$ cat config.mk
export PLATFORM = sky130hd
export DESIGN_NAME = qdsc_top
export DESIGN_NICKNAME = d
export VERILOG_FILES = /design/src/include/qdsc_pkg.sv /design/src/logic/qdsc_top.sv
export SDC_FILE = /design/constraint.sdc
export NUM_CORES = 1
export LEC_CHECK = 0
export BUFFER_PORTS_ARGS = -buffer_cell sky130_fd_sc_hd__buf_2
export CAP_MARGIN = 10
export CORE_ASPECT_RATIO = 0.5
export CORE_MARGIN = 2
export CORE_UTILIZATION = 44
export DETAILED_ROUTE_END_ITERATION = 10
export GPL_TIMING_DRIVEN = 0
export PLACE_DENSITY = 0.61
export SYNTH_ARGS = -nofsm -noshare
export SYNTH_HDL_FRONTEND = slang
export SYNTH_SLANG_ARGS = --single-unit
$ cat constraint.sdc
create_clock -name core_clk -period 2.95 [get_ports core_clk]
set_input_delay 0.4425 -clock core_clk [delete_from_list [all_inputs] [get_ports core_clk]]
set_output_delay 0.4425 -clock core_clk [all_outputs]
set_load 0.01 [all_outputs]
$ cat src/include/qdsc_pkg.sv
// Behaviour
// a frame opens only on a falling edge of frame_select_n.
// while framed, din is shifted in on each falling sclk edge.
// the 32nd falling edge captures the last bit and runs the command.
// after execution, frame_select_n may stay low or rise; both are fine.
// host keeps frame_select_n high at least 15 ns between frames.
// host may idle frame_select_n low, but raises it before each frame.
// the top four bits of the word are ignored.
// the next four bits are the command_field.
// channel_select_field: 0000 first, 0001 second, 0010/0011 reserved, 1111 all.
// last twenty bits are a 16-bit code then four ignored bits.
// 000 writes input register; 010 writes it then updates all DACs.
// 001 copies the addressed input register into its DAC register.
// 011 writes the input register and updates that DAC register.
// 100 sets per-channel power state; 111 in group one is soft reset.
// 101 loads the clear code; 110 loads the load_strobe_n mask.
// second group 000 writes the chain_enable setup register.
// second group 001 sets general_io_pin; 111 is reserved, no effect.
// bits arrive most significant first into the top of the register.
// top command bit clear is group one, set is group two.
// frame_select_n rising before the 32nd edge discards the frame.
// code 0111 resets everything to the power-on state.
// code 0100 powers selected channels down or up.
// chain_enable defaults standalone; setup bits 1,0 select daisy chain.
package qdsc_pkg;

    localparam int CH_COUNT = 4;
    localparam int CH_ADDRESSABLE = 2;
    localparam int WORD_W = 32;
    localparam logic [4:0] LAST_BIT = 5'h1f;

    // command low bits, group one
    localparam logic [2:0] OP_WR_IN = 3'h0;
    localparam logic [2:0] OP_UPD = 3'h1;
    localparam logic [2:0] OP_WR_LOAD_ALL = 3'h2;
    localparam logic [2:0] OP_WR_UPD = 3'h3;
    localparam logic [2:0] OP_POWER = 3'h4;
    localparam logic [2:0] OP_CLR_CODE = 3'h5;
    localparam logic [2:0] OP_LD_MASK = 3'h6;
    localparam logic [2:0] OP_SW_RESET = 3'h7;
    // command low bits, group two
    localparam logic [2:0] OP_CHAIN = 3'h0;
    localparam logic [2:0] OP_GIO = 3'h1;

    localparam logic [3:0] ADDR_ALL = 4'hf;
    localparam logic [1:0] CHAIN_ON = 2'h2;
    localparam int PD_LSB = 8;
    localparam int GIO_DIR_BIT = 1;
    localparam int GIO_VAL_BIT = 0;

    // apb byte offsets
    localparam logic [7:0] OFF_CFG = 8'h00;
    localparam logic [7:0] OFF_STATUS = 8'h04;
    localparam logic [7:0] OFF_LAST = 8'h08;
    localparam logic [7:0] OFF_MASKS = 8'h0c;
    localparam logic [7:0] OFF_POWER = 8'h20;
    localparam logic [3:0] OFF_CH_HI = 4'h1;
    localparam logic [1:0] CFG_RST = 2'h1;
    localparam int CFG_EN_BIT = 0;
    localparam int CFG_SRST_BIT = 1;
    localparam int ST_FRAMES_LSB = 8;

    typedef enum logic [2:0] {
        ST_IDLE  = 3'b001,
        ST_SHIFT = 3'b010,
        ST_DONE  = 3'b100
    } qdsc_state_e;

    typedef struct packed {
        logic [3:0]  pad;
        logic [3:0]  cmd;
        logic [3:0]  addr;
        logic [15:0] code;
        logic [3:0]  tail;
    } qdsc_word_s;

    typedef struct packed {
        logic [CH_COUNT-1:0][15:0] in_code;
        logic [CH_COUNT-1:0][15:0] dac_code;
        logic [CH_COUNT-1:0][1:0]  pd_mode;
        logic [CH_COUNT-1:0]       ld_mask;
        logic [1:0]                clr_code;
        logic                      chain_en;
        logic                      io_dir;
        logic                      io_val;
    } qdsc_dev_s;

endpackage : qdsc_pkg

$ cat src/logic/qdsc_top.sv
// The register addresses and the APB slave port were chosen for this implementation.
`timescale 1ns/100ps
`default_nettype none
module qdsc_top #(
    parameter logic [15:0] POR_CODE = 16'h0000
) (
    // clock and reset
    input  wire logic                              core_clk,
    input  wire logic                              sys_rst,
    // apb slave
    input  wire logic                              psel,
    input  wire logic                              penable,
    input  wire logic                              pwrite,
    input  wire logic [7:0]                        paddr,
    input  wire logic [31:0]                       pwdata,
    output logic                                   pready,
    output logic [31:0]                            prdata,
    output logic                                   pslverr,
    // serial write port
    input  wire logic                              frame_select_n,
    input  wire logic                              sclk,
    input  wire logic                              din,
    // device pins
    input  wire logic                              load_strobe_n,
    input  wire logic                              gio_in,
    output logic                                   gio_out,
    output logic                                   gio_oe,
    // converter side
    output logic [qdsc_pkg::CH_COUNT*16-1:0]       dac_code,
    output logic [qdsc_pkg::CH_COUNT*2-1:0]        pd_mode,
    output logic                                   chain_enable,
    output logic                                   frame_done
);

    // synchroniser chains: [0] first stage, [1] clean, [2] previous
    logic [2:0] fs_q;
    logic [2:0] sc_q;
    logic [2:0] di_q;
    logic [2:0] ld_q;
    logic [1:0] gi_q;

    // frame engine state
    qdsc_pkg::qdsc_state_e st_q, st_d;
    logic [4:0]            cnt_q, cnt_d;
    logic [31:0]           sh_q, sh_d;
    logic                  exec;

    // device state
    qdsc_pkg::qdsc_dev_s dev_q, dev_d;
    logic [31:0]         last_q, last_d;
    logic [7:0]          frames_q, frames_d;
    logic                done_q, done_d;

    // apb state
    logic [1:0]  cfg_q, cfg_d;
    logic        pready_q, pready_d;
    logic [31:0] prdata_q, prdata_d;
    logic        pslverr_q, pslverr_d;
    logic        apb_srst;

    // decode helpers
    qdsc_pkg::qdsc_word_s          wd;
    logic [qdsc_pkg::CH_COUNT-1:0] sel;
    logic                          sclk_fall;
    logic                          fs_fall;
    logic                          ld_fall;

    // power-on contents, also used by soft reset
    function automatic qdsc_pkg::qdsc_dev_s por_state();
        qdsc_pkg::qdsc_dev_s s;
        s = '0;
        for (int i = 0; i < qdsc_pkg::CH_COUNT; i++) begin
            s.in_code[i] = POR_CODE;
            s.dac_code[i] = POR_CODE;
        end
        return s;
    endfunction : por_state

    // channel_select_field to channel mask
    function automatic logic [qdsc_pkg::CH_COUNT-1:0] chan_sel(input logic [3:0] a);
        logic [qdsc_pkg::CH_COUNT-1:0] m;
        m = '0;
        if (a == qdsc_pkg::ADDR_ALL) begin
            m = '1;
        end else if (int'(a) < qdsc_pkg::CH_ADDRESSABLE) begin
            m[a[1:0]] = 1'b1;
        end
        return m;
    endfunction : chan_sel

    // every pin input passes two flops before use
    always_ff @(posedge core_clk) begin
        if (sys_rst) begin
            fs_q <= 3'h7;
            sc_q <= 3'h7;
            di_q <= 3'h0;
            ld_q <= 3'h7;
            gi_q <= 2'h0;
        end else begin
            fs_q <= {fs_q[1:0], frame_select_n};
            sc_q <= {sc_q[1:0], sclk};
            di_q <= {di_q[1:0], din};
            ld_q <= {ld_q[1:0], load_strobe_n};
            gi_q <= {gi_q[0], gio_in};
        end
    end

    // edges seen on the clean stages only
    assign sclk_fall = sc_q[2] & ~sc_q[1];
    assign fs_fall = fs_q[2] & ~fs_q[1];
    assign ld_fall = ld_q[2] & ~ld_q[1];

    // frame engine: open, shift, execute, wait for release
    always_comb begin
        st_d = st_q;
        cnt_d = cnt_q;
        sh_d = sh_q;
        exec = 1'b0;
        unique case (st_q)
            qdsc_pkg::ST_IDLE: begin
                // a low level alone opens no frame, unless it is already low as sys_rst is released
                if (cfg_q[qdsc_pkg::CFG_EN_BIT] && fs_fall) begin
                    st_d = qdsc_pkg::ST_SHIFT;
                    cnt_d = '0;
                    sh_d = '0;
                end
            end
            qdsc_pkg::ST_SHIFT: begin
                if (fs_q[1]) begin
                    st_d = qdsc_pkg::ST_IDLE;
                    cnt_d = '0;
                    sh_d = '0;
                end else if (sclk_fall) begin
                    // di_q[2] is din as it stood just before the fall
                    sh_d = {sh_q[30:0], di_q[2]};
                    cnt_d = 5'(cnt_q + 5'h01);
                    if (cnt_q == qdsc_pkg::LAST_BIT) begin
                        exec = 1'b1;
                        st_d = qdsc_pkg::ST_DONE;
                    end
                end
            end
            qdsc_pkg::ST_DONE: begin
                // extra edges while still low are ignored
                if (fs_q[1]) begin
                    st_d = qdsc_pkg::ST_IDLE;
                end
            end
        endcase
    end

    always_ff @(posedge core_clk) begin
        if (sys_rst) begin
            st_q <= qdsc_pkg::ST_IDLE;
            cnt_q <= '0;
            sh_q <= '0;
        end else begin
            st_q <= st_d;
            cnt_q <= cnt_d;
            sh_q <= sh_d;
        end
    end

    // command decoder, acting on the word completed this cycle
    always_comb begin
        dev_d = dev_q;
        last_d = last_q;
        frames_d = frames_q;
        done_d = exec;
        wd = qdsc_pkg::qdsc_word_s'(sh_d);
        sel = chan_sel(wd.addr);
        // hardware strobe loads channels not masked off
        if (ld_fall) begin
            for (int i = 0; i < qdsc_pkg::CH_COUNT; i++) begin
                if (!dev_q.ld_mask[i]) begin
                    dev_d.dac_code[i] = dev_q.in_code[i];
                end
            end
        end
        if (exec) begin
            last_d = sh_d;
            frames_d = 8'(frames_q + 8'h01);
            if (!wd.cmd[3]) begin
                unique case (wd.cmd[2:0])
                    qdsc_pkg::OP_WR_IN: begin
                        for (int i = 0; i < qdsc_pkg::CH_COUNT; i++) begin
                            if (sel[i]) dev_d.in_code[i] = wd.code;
                        end
                    end
                    qdsc_pkg::OP_UPD: begin
                        for (int i = 0; i < qdsc_pkg::CH_COUNT; i++) begin
                            if (sel[i]) dev_d.dac_code[i] = dev_q.in_code[i];
                        end
                    end
                    qdsc_pkg::OP_WR_LOAD_ALL: begin
                        for (int i = 0; i < qdsc_pkg::CH_COUNT; i++) begin
                            if (sel[i]) begin
                                dev_d.in_code[i] = wd.code;
                            end
                            dev_d.dac_code[i] = dev_d.in_code[i];
                        end
                    end
                    qdsc_pkg::OP_WR_UPD: begin
                        for (int i = 0; i < qdsc_pkg::CH_COUNT; i++) begin
                            if (sel[i]) begin
                                dev_d.in_code[i] = wd.code;
                                dev_d.dac_code[i] = wd.code;
                            end
                        end
                    end
                    qdsc_pkg::OP_POWER: begin
                        // channel picks come from the low data bits
                        for (int i = 0; i < qdsc_pkg::CH_COUNT; i++) begin
                            if (sh_d[i]) begin
                                dev_d.pd_mode[i] = sh_d[qdsc_pkg::PD_LSB +: 2];
                            end
                        end
                    end
                    qdsc_pkg::OP_CLR_CODE: begin
                        dev_d.clr_code = sh_d[1:0];
                    end
                    qdsc_pkg::OP_LD_MASK: begin
                        dev_d.ld_mask = sh_d[qdsc_pkg::CH_COUNT-1:0];
                    end
                    qdsc_pkg::OP_SW_RESET: begin
                        dev_d = por_state();
                    end
                endcase
            end else begin
                case (wd.cmd[2:0])
                    qdsc_pkg::OP_CHAIN: begin
                        dev_d.chain_en = (sh_d[1:0] == qdsc_pkg::CHAIN_ON);
                    end
                    qdsc_pkg::OP_GIO: begin
                        dev_d.io_dir = sh_d[qdsc_pkg::GIO_DIR_BIT];
                        dev_d.io_val = sh_d[qdsc_pkg::GIO_VAL_BIT];
                    end
                    default: begin
                        // nothing moves, so a same-cycle strobe load is kept // R17
                    end
                endcase
            end
        end
        // software reset from the bus overrides a same-cycle frame
        if (apb_srst) begin
            dev_d = por_state();
        end
    end

    always_ff @(posedge core_clk) begin
        if (sys_rst) begin
            dev_q <= por_state();
            last_q <= '0;
            frames_q <= '0;
            done_q <= 1'b0;
        end else begin
            dev_q <= dev_d;
            last_q <= last_d;
            frames_q <= frames_d;
            done_q <= done_d;
        end
    end

    // apb slave: data and ready prepared in setup, so no wait states
    always_comb begin
        cfg_d = cfg_q;
        pready_d = 1'b0;
        prdata_d = '0;
        pslverr_d = 1'b0;
        apb_srst = 1'b0;
        if (psel && !penable) begin
            pready_d = 1'b1;
            case (paddr)
                qdsc_pkg::OFF_CFG: begin
                    prdata_d[1:0] = {1'b0, cfg_q[qdsc_pkg::CFG_EN_BIT]};
                end
                qdsc_pkg::OFF_STATUS: begin
                    prdata_d[4:0] = {gi_q[1], dev_q.io_val, dev_q.io_dir,
                                     dev_q.chain_en, st_q == qdsc_pkg::ST_SHIFT};
                    prdata_d[qdsc_pkg::ST_FRAMES_LSB +: 8] = frames_q;
                end
                qdsc_pkg::OFF_LAST: begin
                    prdata_d = last_q;
                end
                qdsc_pkg::OFF_MASKS: begin
                    prdata_d[qdsc_pkg::CH_COUNT-1:0] = dev_q.ld_mask;
                    prdata_d[9:8] = dev_q.clr_code;
                end
                qdsc_pkg::OFF_POWER: begin
                    prdata_d[qdsc_pkg::CH_COUNT*2-1:0] = dev_q.pd_mode;
                end
                default: begin
                    if (paddr[7:4] == qdsc_pkg::OFF_CH_HI && paddr[1:0] == 2'h0) begin
                        prdata_d = {dev_q.in_code[paddr[3:2]], dev_q.dac_code[paddr[3:2]]};
                    end else begin
                        pslverr_d = 1'b1;
                    end
                end
            endcase
            // only the config word is writable
            if (pwrite && paddr != qdsc_pkg::OFF_CFG) begin
                pslverr_d = 1'b1;
            end
            if (pwrite) begin
                prdata_d = '0;
            end
        end
        if (psel && penable && pready_q && pwrite && paddr == qdsc_pkg::OFF_CFG) begin
            cfg_d[qdsc_pkg::CFG_EN_BIT] = pwdata[qdsc_pkg::CFG_EN_BIT];
            apb_srst = pwdata[qdsc_pkg::CFG_SRST_BIT];
        end
    end

    always_ff @(posedge core_clk) begin
        if (sys_rst) begin
            cfg_q <= qdsc_pkg::CFG_RST;
            pready_q <= 1'b0;
            prdata_q <= '0;
            pslverr_q <= 1'b0;
        end else begin
            cfg_q <= cfg_d;
            pready_q <= pready_d;
            prdata_q <= prdata_d;
            pslverr_q <= pslverr_d;
        end
    end

    // outputs straight from flops
    assign pready = pready_q;
    assign prdata = prdata_q;
    assign pslverr = pslverr_q;
    assign gio_out = dev_q.io_val;
    assign gio_oe = dev_q.io_dir;
    assign dac_code = dev_q.dac_code;
    assign pd_mode = dev_q.pd_mode;
    assign chain_enable = dev_q.chain_en;
    assign frame_done = done_q;

endmodule : qdsc_top
`default_nettype wire

==> summary.txt, run 1 <==
Status = complete, no violations
Startpoint types = flip-flop
Worst Hold Class = primary input to flip-flop
Worst stage delay on the critical path = 740 ps
Fmax = 341 MHz
Syn Nets = 1622
Fraction of registers with async set/reset = 0
Max Fanout on Critical Path = 10
Yosys warnings = 0
PD cells = 457 mW/mm²
Final slew viol count = 0
Worst path cell trace = buf_6 > or3b_4 > o22ai_4 > buf_6 > nand2_2 > a21boi_1 > a211oi_1 > a311oi_1 > o22ai_1
Top_reg_cell synth = dfxtp_1
Clk_skew = 22.6 ps
Max clock buf depth = 3
Die area = 0.0336 mm²
Routed WL = 59000 µm
DR WL/cell = 26.5 µm
Cell taking the most area after synthesis = dfxtp_1
Most frequent cells in the layout = dfxtp_1, buf_2, nor2_1, buf_4, nand2_1
IO Port Bufs = 126
Final hold vios = 0
DRC viols = 0
Die Wd = 257 µm
Final total power = 7.82 mW
GP Congestion = 0.946
Flops & latches, synth = 275
Slowest CP cell = a21boi_1
Sequential element share of the synthesized area = 0.390
Final ANT Viol Nets = 0
Initial antenna violation count = 3
Commonest non-fill, non-tap cell in the layout = dfxtp_1
Post-Layout Cell Count = 2225
Clk root buf = clkbuf_16
Mean Syn Cell Area = 8.99 µm²
H-tree Lvls = 1
First-pass GRT wire length = 84700 µm
N_diodes = 0
Cts bufs inserted = 27
Fin Setup TNS = 0 ps
Share of cells above drive strength 1 = 0.279
Die H = 131 µm
Slew @ Worst Pin = 1030 ps
Io pins = 160
Routed via count = 13900
Initial Util = 0.447
MaxCap Viol Count = 0
Worst path bufs/invs = 2
Post-synth cell types = 85
Final Core Density = 0.541
Placed cells = 2128
Worst Setup End Kind = flip-flop
Vias per cell = 6.26
Clock Latency Late Sink = 580 ps
Worst Path Required = 3400 ps
Area Overhead vs Synth = 21.2%
Number of synthesized flops with an enable pin = 0
Fraction of synthesized cell area taken by the top area cell type = 0.390
Hold Buf Count CTS = 0
Number of global-route vias before repair = 12900
Gate Count Post-Synth = 1569
CTS sink cnt = 275
Fin nets = 1825
Worst endpoint data arrival time = 3380 ps
Core Area = 0.0316 mm²
Fillers = 2870
Relative slew slack = 0.317
Worst Path Class, Setup = flip-flop to flip-flop
Lkg Pwr = 6.45 nW
Largest delay share family, worst path = compound AO/OA/AOI/OAI gates
Largest net degree at the start of global routing = 16
Endpoints failing setup = 0
Initial drt markers = 1740
Crit-path most repeated cell = buf_6
Fin crit share = 0.995
Clock Pin Slew Worst Setup and Hold Paths = 70 ps
GRT Total Usage = 0.341
Post-layout minimum cycle time = 2940 ps
Max VDD drop = 0.311 mV
CTS tree = built
# rows = 46
Dpl hpwl = 45400 µm
Synth area leaders = dfxtp_1, mux2i_1, mux4_2, buf_4, nor2_1
Remaining global-route overflow = 0
RSZ-0062 raised after global routing = yes
Post-Syn Area = 0.0141 mm²
Drt first pass iters = 6
## worst reg2reg max path: stages, from the launching register on
cell and delay [ps]:
dfxtp_1 360, buf_6 170, or3b_4 420, o22ai_4 170
buf_6 170, nand2_2 170, a21boi_1 750, a211oi_1 170
a311oi_1 320, o22ai_1 110
## cell families (layout without fill, tap and decap cells)
logic type | after synthesis | count (layout) | share of synthesized area
AO/OA/AOI/OAI | 481 | 481 | 0.249
XOR/XNOR | 11 | 11 | 0.00683
adder cells (fa/ha/maj) | 3 | 3 | 0.00266
buffers and inverters | 234 | 458 | 0.0915
flip-flops | 275 | 275 | 0.390
multiplexers | 113 | 113 | 0.109
AND/OR/NAND/NOR | 452 | 452 | 0.151
## area by class of cell
cell class,instances,area [µm²],share of cell area
multi-input combinational,1060,7640,0.447
sequential,275,5510,0.322
buffer,215,1330,0.0779
timing repair buffer,175,1100,0.0642
clock buffer,33,708,0.0414
tap,432,541,0.0316
clock inverter,17,206,0.0121
inverter,18,67.6,0.00395
## stage by stage
step	setup slack, ps	area, µm²	hold WS, ps
final	13.8	17100	43.0
after global routing	-80.9	17100	41.4
after CTS	0.144	16600	26.8
after detailed placement	-601	15300	397
after global placement	-635	15300	395
after floorplan	319	14100	389
## routing by layer
layer | global-route usage | part of all wire
met1 | 0.508 | 0.45
met2 | 0.477 | 0.40
met3 | 0.107 | 0.13
met4 | 0.0752 | 0.019
met5 | 0 | 0.00044
## worst paths after layout
path / startpoint / to / slack, ps / depth (start not counted)
max: st_q[2]$_SDFFE_PP0P_ / dac_code[20]$_SDFF_PP0_ / 10 / 9
min: load_strobe_n / ld_q[0]$_SDFF_PP1_ / 40 / 2
max reg2reg: st_q[2]$_SDFFE_PP0P_ / dac_code[20]$_SDFF_PP0_ / 10 / 9
min reg2reg: fs_q[0]$_SDFF_PP1_ / fs_q[1]$_SDFF_PP1_ / 410 / 1
## state kept, by name, indices dropped and copies added, names as in the netlist
name / cells
dev_q: 70
pslverr: 1
cnt_q: 5
cfg_q: 1
last_q: 32
di_q: 3
gio_oe: 1
ld_q: 3
prdata: 32
frame_done: 1
pd_mode: 8
gi_q: 2
dac_code: 64
sc_q: 3
gio_out: 1
sh_q: 32
pready: 1
st_q: 3
frames_q: 8
fs_q: 3
chain_enable: 1
## what timing repair did
item	4_1_cts	5_1_grt
hold endpoints to repair	0	0
setup buffers	16	32
pin swaps	8	25
gates resized for setup	61	88
setup endpoints to repair	132	136
## cell usage after synthesis, types with 5 or more instances
library cell	count
a2111oi_0	5
nor2b_1	9
mux4_2	32
o21ai_0	42
a221oi_1	33
a31oi_1	19
a311oi_1	17
nor2_1	157
a32o_1	16
o211ai_2	7
buf_2	42
a21boi_0	14
buf_4	88
or2_2	10
mux2_2	6
a222oi_1	16
clkbuf_1	67
nand2b_1	7
buf_1	15
inv_1	18
o21ai_1	5
mux2i_1	75
a21oi_1	85
nand4_1	6
nor3_1	24
a22oi_1	58
xor2_1	7
o211ai_1	47
o22ai_1	18
nand2_1	129
and2_1	9
a211oi_1	63
and3_1	8
nand3_1	63
dfxtp_1	275
## power breakdown
group          internal (mW)  leakage (nW)  total [mW]  switching, mW
sequential              3.72          2.22        3.73        0.00691
combinational          0.117          3.78       0.376          0.259
clock                   2.08         0.451        3.71           1.64
Power figures use the tool's default switching activity.
==> run 2: changes to the inputs <==
CORE_UTILIZATION = 61   (was 44)
CTS_BUF_LIST = sky130_fd_sc_hd__clkbuf_4 sky130_fd_sc_hd__clkbuf_8   (was unset)
PLACE_DENSITY = 0.81   (was 0.61)
==> run 2 against run 1 <==
The run now ends with setup timing left. Via count up 6.1%. Clock power decreased by 5%. Utilization grew 20 points. Sequential power about the same. Clock skew grew 4.1 ps. Cell area down 1.2%. Worst hold slack better by 13 ps. Die area down 27%. Largest power group unchanged.
==> summary.txt, run 2 (same netlist as run 1, synthesis figures left out) <==
Status = complete, but fails checks
Failing checks = setup timing
Worst endpoint data arrival time = 3500 ps
Commonest non-fill, non-tap cell in the layout = dfxtp_1
Worst reg2reg startpoint = st_q[1]$_SDFFE_PP0P_
PD cells = 452 mW/mm²
Internal Dissipation = 5.80 mW
R2r endpoint = dac_code[5]$_SDFF_PP0_
Vias per cell = 7.01
Largest delay share family, worst path = buffers and inverters
Fin nets = 1827
Placed cells = 2002
RSZ-0062 raised after global routing = yes
Clk root buf = clkbuf_8
Worst Path Class, Setup = flip-flop to flip-flop
Lkg Pwr = 6.48 nW
Fillers = 1657
Slew @ Worst Pin = 1070 ps
Initial Util = 0.621
Post-layout minimum cycle time = 3010 ps
Area Overhead vs Synth = 19.8%
Io pins = 160
Clock power frac = 0.462
Worst Hold Class = primary input to flip-flop
Remaining global-route overflow = 0
CTS sink cnt = 275
Combinational Power Share = 0.049
Dpl hpwl = 42300 µm
MaxCap Viol Count = 0
Share of cells above drive strength 1 = 0.294
Relative slew slack = 0.283
H-tree Lvls = 2
DR WL/cell = 27.4 µm
DRC viols = 0
Worst stage delay on the critical path = 330 ps
Slowest CP cell = buf_2
First-pass GRT wire length = 83100 µm
Endpoints failing setup = 3
Fin crit share = 1.02
Number of global-route vias before repair = 13600
Die Wd = 219 µm
Max VDD drop = 0.452 mV
Final hold vios = 0
Clk_skew = 26.7 ps
Reg with most FFs = dev_q
Startpoint types = flip-flop
Die area = 0.0244 mm²
Fmax = 332 MHz
Routed WL = 57900 µm
IO Port Bufs = 126
Worst path bufs/invs = 6
Final slew viol count = 0
Fin Setup TNS = -106 ps
Initial drt markers = 2533
CP Capture Point = dac_code[5]$_SDFF_PP0_
Clock Latency Late Sink = 590 ps
Worst path depth = 13
Largest net degree at the start of global routing = 11
Worst path cell trace = clkbuf_4 > nor4b_4 > buf_4 > buf_6 > buf_6 > buf_2 > buf_2 > nand3_1 > o211ai_1 > mux2i_1 > mux2i_1 > nand2_1 > o211ai_1
# rows = 39
Cts bufs inserted = 40
Crit path from = st_q[1]$_SDFFE_PP0P_
Drt first pass iters = 7
Final ANT Viol Nets = 0
Max clock buf depth = 3
CTS tree = built
Post-Layout Cell Count = 2112
Reg power frac = 0.489
Routed via count = 14800
GRT Total Usage = 0.454
Most frequent cells in the layout = dfxtp_1, buf_2, nor2_1, nand2_1, buf_4
GP Congestion = 1.06
Core Area = 0.0227 mm²
R2R cell count = 13
Final Core Density = 0.743
Worst Path Required = 3430 ps
Max reg flops = 70
Max Fanout on Critical Path = 10
Net Switching = 1.83 mW
FF-to-FF setup slack = -60 ps
Switching share of power = 0.240
Post-route worst setup slack = -65.0 ps
Worst Setup End Kind = flip-flop
Die H = 112 µm
Initial antenna violation count = 5
Clock Pin Slew Worst Setup and Hold Paths = 70 ps
[run 2: changes by cell type in the layout (fill, tap and decap cells not counted), moves of 3 or more]
cell	before	now
clkbuf_4	8	19
diode_2	0	4
clkbuf_16	27	0
clkinv_2	7	2
clkbuf_1	47	44
clkinv_4	3	0
a221oi_1	28	12
a221oi_2	5	21
buf_4	132	118
buf_6	11	16
buf_12	8	4
clkbuf_8	2	52
[run 2: power groups by stage]
stage / registers, mW / logic (mW) / clock network, mW
CTS: 3.73 / 0.334 / 3.49
finish: 3.73 / 0.377 / 3.53
global placement: 3.82 / 0.317 / 0
detailed placement: 3.82 / 0.327 / 0
global route: 3.73 / 0.385 / 3.68
floorplan: 3.82 / 0.215 / 0
[run 2: area by class of cell]
type / instances / area, µm² / share of cell area
Multi-Input combinational cell: 1060 / 7730 / 0.457
Sequential cell: 275 / 5510 / 0.326
Buffer: 215 / 1340 / 0.0791
Timing Repair Buffer: 164 / 966 / 0.0571
Clock buffer: 62 / 791 / 0.0468
Tap cell: 307 / 384 / 0.0227
Clock inverter: 7 / 115 / 0.00681
Inverter: 18 / 67.6 / 0.00400
Antenna cell: 4 / 10.0 / 0.000592
[run 2: how the worst min path moves through the flow]
stage,end,cells past startpoint,from,slack [ps]
2_1_floorplan,fs_q[1]$_SDFF_PP1_,1,fs_q[0]$_SDFF_PP1_,390
3_3_place_gp,ld_q[1]$_SDFF_PP1_,1,ld_q[0]$_SDFF_PP1_,400
3_5_place_dp,ld_q[1]$_SDFF_PP1_,1,ld_q[0]$_SDFF_PP1_,400
4_1_cts,sc_q[0]$_SDFF_PP1_,2,sclk,50
5_1_grt,sc_q[0]$_SDFF_PP1_,2,sclk,70
6_report,sc_q[0]$_SDFF_PP1_,2,sclk,60
[run 2: per-layer routing]
metal  global-route usage  vias up  wire length (µm)
met4                0.143        4              1990
met5                    0        -                23
li1                     -     6217                 -
met2                0.624     1313             23300
met1                0.606     7042             21700
met3                0.248      220             10900
[run 2: stage by stage]
step,worst slack [ps],power (mW),instance area (µm²),hold slack (ps)
after floorplan,319,4.03,14100,389
after global placement,-580,4.13,15100,399
after detailed placement,-621,4.14,15100,405
after CTS,2.67,7.56,16200,54.8
after global routing,-75.3,7.80,16900,66.5
final,-65.0,7.64,16900,55.9
[run 2: repair_timing]
action	in CTS	in global routing
cloned	0	1
resized for setup	43	124
pin swaps	7	34
setup buffers	7	30
hold buffers	0	0
endpoints found under the setup margin	126	125
hold endpoints to repair	0	0
